==> src/bsfd_consts.vh <==
`ifndef BSFD_CONSTS_VH
`define BSFD_CONSTS_VH

// Operation codes on opCode
`define BSFD_OP_NOP       5'h00
`define BSFD_OP_BR_IRQ_ON 5'h01
`define BSFD_OP_BR_IRQ_OF 5'h02
`define BSFD_OP_IO_SET    5'h03
`define BSFD_OP_IO_CLR    5'h04
`define BSFD_OP_SHIFT_L   5'h05
`define BSFD_OP_SHIFT_R   5'h06
`define BSFD_OP_ROT_L     5'h07
`define BSFD_OP_ROT_R     5'h08
`define BSFD_OP_SHIFT_AR  5'h09
`define BSFD_OP_BIT_TO_T  5'h0A
`define BSFD_OP_T_TO_BIT  5'h0B
`define BSFD_OP_FLAG_SET  5'h0C
`define BSFD_OP_FLAG_CLR  5'h0D
`define BSFD_OP_Z_SET     5'h0E
`define BSFD_OP_Z_CLR     5'h0F
`define BSFD_OP_S_SET     5'h10
`define BSFD_OP_S_CLR     5'h11
`define BSFD_OP_V_SET     5'h12
`define BSFD_OP_V_CLR     5'h13
`define BSFD_OP_H_SET     5'h14
`define BSFD_OP_H_CLR     5'h15
`define BSFD_OP_MOVE      5'h16
`define BSFD_OP_PAIR_COPY 5'h17
`define BSFD_OP_LOAD_CONST 5'h18

// Shifter modes
`define BSFD_SH_LEFT  3'h0
`define BSFD_SH_RIGHT 3'h1
`define BSFD_SH_ROT_L 3'h2
`define BSFD_SH_ROT_R 3'h3
`define BSFD_SH_ARITH 3'h4

// Status register bit positions
`define BSFD_FLAG_C 0
`define BSFD_FLAG_Z 1
`define BSFD_FLAG_N 2
`define BSFD_FLAG_V 3
`define BSFD_FLAG_S 4
`define BSFD_FLAG_H 5
`define BSFD_FLAG_T 6
`define BSFD_FLAG_I 7

// Reset values
`define BSFD_STATUS_RESET 8'h00
`define BSFD_PC_RESET     16'h0000

// Cycle counts
`define BSFD_CYC_SHORT 1
`define BSFD_CYC_LONG  2

`endif

==> src/bsfd_shifter.v <==
`timescale 1ns/10ps
`default_nettype none
`include "bsfd_consts.vh"
module bsfd_shifter (
	input  wire [2:0] mode,
	input  wire [7:0] value,
	input  wire       carryIn,
	output reg  [7:0] result,
	output reg        carryOut
);
	// Pure combinational shift and rotate network
	always @* begin
		result   = value;
		carryOut = carryIn;
		case (mode)
			`BSFD_SH_LEFT: begin
				result   = {value[6:0], 1'b0};
				carryOut = value[7];
			end
			`BSFD_SH_RIGHT: begin
				result   = {1'b0, value[7:1]};
				carryOut = value[0];
			end
			`BSFD_SH_ROT_L: begin
				result   = {value[6:0], carryIn};
				carryOut = value[7];
			end
			`BSFD_SH_ROT_R: begin
				result   = {carryIn, value[7:1]};
				carryOut = value[0];
			end
			`BSFD_SH_ARITH: begin
				result   = {value[7], value[7:1]};
				carryOut = value[0];
			end
			default: begin
				result   = value;
				carryOut = carryIn;
			end
		endcase
	end
endmodule
`default_nettype wire

==> src/bsfd_datapath.v <==
`timescale 1ns/10ps
`default_nettype none
`include "bsfd_consts.vh"
module bsfd_datapath #(
	parameter PC_WIDTH = 16
) (
	input  wire                sys_clk,
	input  wire                rst,
	input  wire                opValid,
	input  wire [4:0]          opCode,
	input  wire [7:0]          srcData,
	input  wire [7:0]          srcDataHigh,
	input  wire [7:0]          dstData,
	input  wire [7:0]          immData,
	input  wire [4:0]          dstAddr,
	input  wire [2:0]          bitSel,
	input  wire [6:0]          branchOffset,
	input  wire [5:0]          ioAddr,
	input  wire [7:0]          ioRdData,
	output reg                 busy,
	output reg                 opDone,
	output reg  [PC_WIDTH-1:0] progCounter,
	output reg  [7:0]          statusOut,
	output reg                 regWrite,
	output reg                 regPairWrite,
	output reg  [4:0]          regWrAddr,
	output reg  [7:0]          regWrData,
	output reg  [7:0]          regWrDataHigh,
	output reg                 ioWrite,
	output reg  [5:0]          ioWrAddr,
	output reg  [7:0]          ioWrData
);
	localparam ST_IDLE   = 1'b0;
	localparam ST_SECOND = 1'b1;

	reg                stateReg;
	reg [PC_WIDTH-1:0] pcPendReg;
	reg                ioPendReg;

	wire [7:0] shiftResult;
	wire       shiftCarry;
	reg  [2:0] shiftMode;

	wire [PC_WIDTH-1:0] pcPlusOne;
	wire [PC_WIDTH-1:0] pcBranch;
	wire [PC_WIDTH-1:0] offsetExt;
	wire                irqOn;
	wire                accept;

	reg  [7:0] statusNext;
	reg  [7:0] bitMask;
	reg        branchTaken;
	reg        isShift;
	reg        isIoOp;

	// Offset is seven-bit two's complement, sign extended to the counter
	assign offsetExt = {{(PC_WIDTH-7){branchOffset[6]}}, branchOffset};
	assign pcPlusOne = progCounter + {{(PC_WIDTH-1){1'b0}}, 1'b1};
	assign pcBranch  = pcPlusOne + offsetExt;
	assign irqOn     = statusOut[`BSFD_FLAG_I];
	// New work is refused while a two-cycle operation finishes
	assign accept    = opValid && (stateReg == ST_IDLE);

	// Shift mode from operation code
	always @* begin
		shiftMode = `BSFD_SH_LEFT;
		isShift   = 1'b0;
		case (opCode)
			`BSFD_OP_SHIFT_L: begin
				shiftMode = `BSFD_SH_LEFT;
				isShift   = 1'b1;
			end
			`BSFD_OP_SHIFT_R: begin
				shiftMode = `BSFD_SH_RIGHT;
				isShift   = 1'b1;
			end
			`BSFD_OP_ROT_L: begin
				shiftMode = `BSFD_SH_ROT_L;
				isShift   = 1'b1;
			end
			`BSFD_OP_ROT_R: begin
				shiftMode = `BSFD_SH_ROT_R;
				isShift   = 1'b1;
			end
			`BSFD_OP_SHIFT_AR: begin
				shiftMode = `BSFD_SH_ARITH;
				isShift   = 1'b1;
			end
			default: begin
				shiftMode = `BSFD_SH_LEFT;
				isShift   = 1'b0;
			end
		endcase
	end

	bsfd_shifter uShifter (
		.mode     (shiftMode),
		.value    (dstData),
		.carryIn  (statusOut[`BSFD_FLAG_C]),
		.result   (shiftResult),
		.carryOut (shiftCarry)
	);

	// Status update and branch decision for the accepted operation
	always @* begin
		statusNext  = statusOut;
		bitMask     = 8'h01 << bitSel;
		branchTaken = 1'b0;
		isIoOp      = 1'b0;
		case (opCode)
			`BSFD_OP_BR_IRQ_ON:
				branchTaken = irqOn;
			`BSFD_OP_BR_IRQ_OF:
				branchTaken = ~irqOn;
			`BSFD_OP_IO_SET,
			`BSFD_OP_IO_CLR:
				isIoOp = 1'b1;
			`BSFD_OP_SHIFT_L,
			`BSFD_OP_SHIFT_R,
			`BSFD_OP_ROT_L,
			`BSFD_OP_ROT_R,
			`BSFD_OP_SHIFT_AR: begin
				// Only Z, C, N and V move; S is left as it was
				statusNext[`BSFD_FLAG_Z] = (shiftResult == 8'h00);
				statusNext[`BSFD_FLAG_C] = shiftCarry;
				statusNext[`BSFD_FLAG_N] = shiftResult[7];
				statusNext[`BSFD_FLAG_V] = shiftResult[7] ^ shiftCarry;
			end
			`BSFD_OP_BIT_TO_T:
				statusNext[`BSFD_FLAG_T] = srcData[bitSel];
			`BSFD_OP_FLAG_SET:
				statusNext[bitSel] = 1'b1;
			`BSFD_OP_FLAG_CLR:
				statusNext[bitSel] = 1'b0;
			`BSFD_OP_Z_SET:
				statusNext[`BSFD_FLAG_Z] = 1'b1;
			`BSFD_OP_Z_CLR:
				statusNext[`BSFD_FLAG_Z] = 1'b0;
			`BSFD_OP_S_SET:
				statusNext[`BSFD_FLAG_S] = 1'b1;
			`BSFD_OP_S_CLR:
				statusNext[`BSFD_FLAG_S] = 1'b0;
			`BSFD_OP_V_SET:
				statusNext[`BSFD_FLAG_V] = 1'b1;
			`BSFD_OP_V_CLR:
				statusNext[`BSFD_FLAG_V] = 1'b0;
			`BSFD_OP_H_SET:
				statusNext[`BSFD_FLAG_H] = 1'b1;
			`BSFD_OP_H_CLR:
				statusNext[`BSFD_FLAG_H] = 1'b0;
			default:
				statusNext = statusOut;
		endcase
	end

	// Sequencer, status, counter and write ports
	always @(posedge sys_clk or posedge rst) begin
		if (rst) begin
			stateReg      <= ST_IDLE;
			pcPendReg     <= `BSFD_PC_RESET;
			ioPendReg     <= 1'b0;
			busy          <= 1'b0;
			opDone        <= 1'b0;
			progCounter   <= `BSFD_PC_RESET;
			statusOut     <= `BSFD_STATUS_RESET;
			regWrite      <= 1'b0;
			regPairWrite  <= 1'b0;
			regWrAddr     <= 5'h00;
			regWrData     <= 8'h00;
			regWrDataHigh <= 8'h00;
			ioWrite       <= 1'b0;
			ioWrAddr      <= 6'h00;
			ioWrData      <= 8'h00;
		end else begin
			// Pulses default low each cycle
			opDone       <= 1'b0;
			regWrite     <= 1'b0;
			regPairWrite <= 1'b0;
			ioWrite      <= 1'b0;
			case (stateReg)
				ST_IDLE: begin
					if (accept) begin
						statusOut <= statusNext;
						regWrAddr <= dstAddr;
						if (branchTaken || isIoOp) begin
							// Second cycle needed; finish on next edge
							stateReg  <= ST_SECOND;
							busy      <= 1'b1;
							pcPendReg <= branchTaken ? pcBranch : pcPlusOne;
							ioPendReg <= isIoOp;
							ioWrAddr  <= ioAddr;
							if (opCode == `BSFD_OP_IO_SET)
								ioWrData <= ioRdData | bitMask;
							else
								ioWrData <= ioRdData & ~bitMask;
						end else begin
							progCounter <= pcPlusOne;
							opDone      <= 1'b1;
						end
						if (isShift) begin
							regWrite  <= 1'b1;
							regWrData <= shiftResult;
						end
						if (opCode == `BSFD_OP_T_TO_BIT) begin
							regWrite <= 1'b1;
							// Only the chosen bit changes
							regWrData <= statusOut[`BSFD_FLAG_T] ?
								(dstData | bitMask) :
								(dstData & ~bitMask);
						end
						if (opCode == `BSFD_OP_MOVE) begin
							regWrite  <= 1'b1;
							regWrData <= srcData;
						end
						if (opCode == `BSFD_OP_PAIR_COPY) begin
							regWrite      <= 1'b1;
							regPairWrite  <= 1'b1;
							regWrData     <= srcData;
							regWrDataHigh <= srcDataHigh;
						end
						if (opCode == `BSFD_OP_LOAD_CONST) begin
							regWrite  <= 1'b1;
							regWrData <= immData;
						end
					end
				end
				ST_SECOND: begin
					// Flags are untouched on the second cycle
					stateReg    <= ST_IDLE;
					busy        <= 1'b0;
					opDone      <= 1'b1;
					progCounter <= pcPendReg;
					ioWrite     <= ioPendReg;
					ioPendReg   <= 1'b0;
				end
				default: begin
					stateReg <= ST_IDLE;
					busy     <= 1'b0;
				end
			endcase
		end
	end
endmodule
`default_nettype wire

==> config.mk <==
export PLATFORM = sky130hd
export DESIGN_NAME = bsfd_datapath
export DESIGN_NICKNAME = d
export VERILOG_FILES = /design/src/bsfd_shifter.v /design/src/bsfd_datapath.v
export VERILOG_INCLUDE_DIRS = /design/src
export SDC_FILE = /design/constraint.sdc
export NUM_CORES = 1
export LEC_CHECK = 0
export BUFFER_PORTS_ARGS = -buffer_cell sky130_fd_sc_hd__buf_2
export CAP_MARGIN = 0
export CORE_AREA = 3 3 131 102
export CTS_CLUSTER_SIZE = 20
export DETAILED_ROUTE_END_ITERATION = 6
export DIE_AREA = 0 0 134 105
export MAX_ROUTING_LAYER = met4
export PLACE_DENSITY = 0.68
export SYNTH_ARGS = -nofsm -noshare
export SYNTH_HDL_FRONTEND = slang
export SYNTH_SLANG_ARGS = --single-unit
==> constraint.sdc <==
create_clock -name sys_clk -period 4 [get_ports sys_clk]
set_input_delay 0 -clock sys_clk [delete_from_list [all_inputs] [get_ports sys_clk]]
set_output_delay 0 -clock sys_clk [all_outputs]
set_load 0.05 [all_outputs]
==> results.sh <==
export IMPL_drc=0
export IMPL_ys_warn_count=0
export IMPL_io_pins=133
export IMPL_vias_per_cell=5.481
export IMPL_clk_latency_ps=340
export IMPL_synth_avg_cell_area_sq_um=8.692
export IMPL_drt_wl_total_um=15500
export IMPL_cts_buffers=9
export IMPL_ant_nets=0
export IMPL_die_h_um=105
export IMPL_tightestPinTransition_ps=1092
export IMPL_dp_cells=894
export IMPL_dr_pass1_iters=5
export IMPL_required_ps=4270
export IMPL_intPower_mw=2.448
export IMPL_synth_common_cells="116 x nand2_1, 82 x dfrtp_1, 52 x o21ai_0, 46 x nor2_1"
export IMPL_synth_top_family_by_area="simple AND/OR/NAND/NOR gates"
export IMPL_cts_resized=0
export IMPL_slowest_delay_ps=460
export IMPL_critPathCaptureType="flop"
export IMPL_holdPathStages=3
export IMPL_slew_viol_final=0
export IMPL_cp_startpoint="progCounter[0]$_DFFE_PP0P_"
export IMPL_syn_instance_count=625
export IMPL_path_cells="ha_1, nand3_2, nor4_2, and3_1, xor2_1, ha_1, or2_2, o31a_1, a41oi_2, mux2_2, nand3_1"
export IMPL_first_iter_violations=454
export IMPL_synth_top_area_cell="dfrtp_1"
export IMPL_cts_sinks=82
export IMPL_maxCapViolCount=0
export IMPL_synthAdderAreaFrac_pct=4.053
export IMPL_comb_power_share_pct=47.3
export IMPL_power_density_nw_per_um2=646.1
export IMPL_holdCritPathClass="primary input to flop"
export IMPL_power_share_clock_pct=23.2
export IMPL_yosys_area_share_simple_pct=21.76
export IMPL_grt_pass1_vias=5138
export IMPL_startpoint_type="flop"
export IMPL_setup_viol=0
export IMPL_syn_nets=711
export IMPL_core_sq_um=12130
export IMPL_globalRouteOverflowTotal=0
export IMPL_status="finished clean"
export IMPL_reg2regPathDepth=11
export IMPL_timing_rr_start="progCounter[0]$_DFFE_PP0P_"
export IMPL_rows=35
export IMPL_fmax_mhz=303.7
export IMPL_finalCritPeriodShare_pct=82.31
export IMPL_synth_yosys_seq_area_share_pct=37.77
export IMPL_drive_above_1_share_pct=24.32
export IMPL_ys_async_sr_fraction_pct=100.0
export IMPL_fin_hold_ws_ps=8.507
export IMPL_grtUsageTotal_pct=22.99
export IMPL_grt_pass1_wl_um=25790
export IMPL_dieWidth_um=134
export IMPL_relSlewSlack_pct=27.14
export IMPL_port_buffers=132
export IMPL_yosysMostFrequentCell="nand2_1"
export IMPL_synth_xor_area_share_pct=7.070
export IMPL_critPathMostFrequentCell="ha_1"
export IMPL_synth_top_area_share_pct=37.77
export IMPL_ir_worst_vdd_uv=515.3
export IMPL_hp_start="ioRdData[1]"
export IMPL_crit_type="flop to flop"
export IMPL_die_area_sq_um=14070
export IMPL_synth_flop_cell="dfrtp_1"
export IMPL_fillers=1113
export IMPL_clkTransAtPathRegs_ps=70
export IMPL_dpl_hpwl_um=11360
export IMPL_synthMuxAreaShare_pct=8.038
export IMPL_ctsLongestPathBuffers=2
export IMPL_syn_area_sq_um=5433
export IMPL_p_sw_mw=1.972
export IMPL_stdcell_count=939
export IMPL_grt_start_max_net_pins=62
export IMPL_nets=854
export IMPL_cts_tree="done"
export IMPL_areaGrowthSynthToFinish_pct=25.91
export IMPL_wl_per_cell_um=16.50
export IMPL_cp_arrival_ps=3560
export IMPL_gp_congestion=0.9310
export IMPL_synth_edf_count=0
export IMPL_clockRootBuffer="clkbuf_16"
export IMPL_rsz0062_at_grt="no"
export IMPL_diodes=0
export IMPL_critical_path_max_fanout=5
export IMPL_cp_slowest_cell="nor4_2"
export IMPL_grt_antenna_before_repair=0
export IMPL_synth_area_top_cells="dfrtp_1 38%, nand2_1 8.0%, o21ai_0 4.8%"
export IMPL_switching_share_pct=44.62
export IMPL_cts_htree_levels=3
export IMPL_leakagePower_nw=3.183
export IMPL_fin_tns_setup_ps=0
export IMPL_hold_viol=0
export IMPL_vias=5147
export IMPL_power_frac_seq_pct=29.5
export IMPL_start_util_pct=44.79
export IMPL_ys_types=74
export IMPL_skew_ps=7.654
export IMPL_synth_compound_area_share_pct=17.46
export IMPL_yosys_register_bits=82
export IMPL_post_route_min_period_ps=3292
==> cell type report <==
type	instances	area (sq um)	share of cell area, %
Clock buffer	10	229.0	3.347
Clock inverter	6	137.6	2.012
Inverter	12	46.29	0.6768
Multi-Input combinational cell	496	3172	46.37
Sequential cell	82	2052	30.00
Tap cell	166	207.7	3.036
Timing Repair Buffer	167	996.0	14.56
==> registers in the layout (all words and copies together), names as in the netlist, named ones only <==
name / count
pcPendReg: 16
progCounter: 16
ioWrData: 8
regWrDataHigh: 8
regWrData: 8
statusOut: 7
ioWrAddr: 6
regWrAddr: 5
busy: 1
ioPendReg: 1
ioWrite: 1
opDone: 1
regPairWrite: 1
regWrite: 1
stateReg: 1
==> routing by layer <==
| metal | vias to the layer above | GRT usage, % | routed length, um |
|---|---|---|---|
| met3 | 21 | 5.053 | 1088 |
| met4 | 0 | 5.580 | 189 |
| li1 | 2487 | - | - |
| met5 | - | - | 0 |
| met2 | 191 | 34.03 | 6908 |
| met1 | 2448 | 32.23 | 7311 |
==> kinds of logic (layout without fill, tap and decap cells) <==
group / after synthesis / in the layout
flip-flops: 82 / 82
AND/OR/NAND/NOR: 247 / 247
adder cells (fa/ha/maj): 17 / 17
buffers and inverters: 47 / 195
multiplexers: 41 / 41
XOR/XNOR: 43 / 43
AO/OA/AOI/OAI: 148 / 148
==> layout by cell type, fill, tap and decap left out, types with 5 or more instances in the layout <==
master | netlist | routed
a21oi_1 | 28 | 28
a221oi_1 | 7 | 7
a22oi_1 | 5 | 5
a31oi_1 | 6 | 6
and2_1 | 7 | 7
and3_1 | 7 | 7
buf_2 | 10 | 132
buf_4 | 3 | 6
clkbuf_16 | 0 | 9
dfrtp_1 | 82 | 82
dlygate4sd3_1 | 0 | 29
ha_1 | 16 | 16
inv_1 | 11 | 10
mux2_2 | 17 | 17
mux2i_1 | 20 | 20
nand2_1 | 116 | 116
nand3_1 | 11 | 11
nand4_1 | 6 | 6
nor2_1 | 46 | 46
nor2b_1 | 11 | 11
nor3_1 | 9 | 9
o21ai_0 | 52 | 52
o21ai_1 | 7 | 7
o31ai_1 | 5 | 5
xnor2_1 | 14 | 14
xor2_1 | 28 | 28
==> worst paths after layout <==
path | slack, ps | end
min in group asynchronous | 470 | regWrDataHigh[0]$_DFFE_PP0P_
hold / removal | 9 | ioWrData[1]$_DFFE_PP0P_
max in group asynchronous | 2630 | progCounter[14]$_DFFE_PP0P_
setup / recovery | 710 | pcPendReg[15]$_DFFE_PP0P_
setup reg to reg | 710 | pcPendReg[15]$_DFFE_PP0P_
hold reg to reg | 480 | ioWrAddr[0]$_DFFE_PP0P_
==> power groups by stage <==
stage,Sequential (mW),Combinational [mW],Clock (mW)
2_1_floorplan,1.86,1.01,0
3_3_place_gp,1.30,2.01,0
3_5_place_dp,1.31,2.06,0
4_1_cts,1.30,2.09,1.05
5_1_grt,1.34,2.27,1.08
6_report,1.30,2.09,1.03
==> repair_timing <==
action / CTS / global route
endpoints found under the hold margin: 89 / 0
hold buffers: 29 / 0
buffers inserted: 0 / 0
==> through the flow <==
stage	power (mW)	setup WS [ps]	cell area, sq um	utilization (%)
floorplan	2.867	672.2	5433	-
global placement	3.313	862.5	6183	50.97
detailed placement	3.371	740.4	6183	50.97
CTS	4.437	717.1	6840	56.39
global route	4.699	476.6	6840	56.39
finish	4.420	707.8	6840	56.39
==> critical path: cells and delay by family (launching register included) <==
family | cells | cell delay (ps)
simple gates | 5 | 1270
xor+xnor | 1 | 220
flops | 1 | 440
fa+ha+maj | 2 | 540
mux | 1 | 360
compound gates | 2 | 400
(Power assumes the default switching activity.)
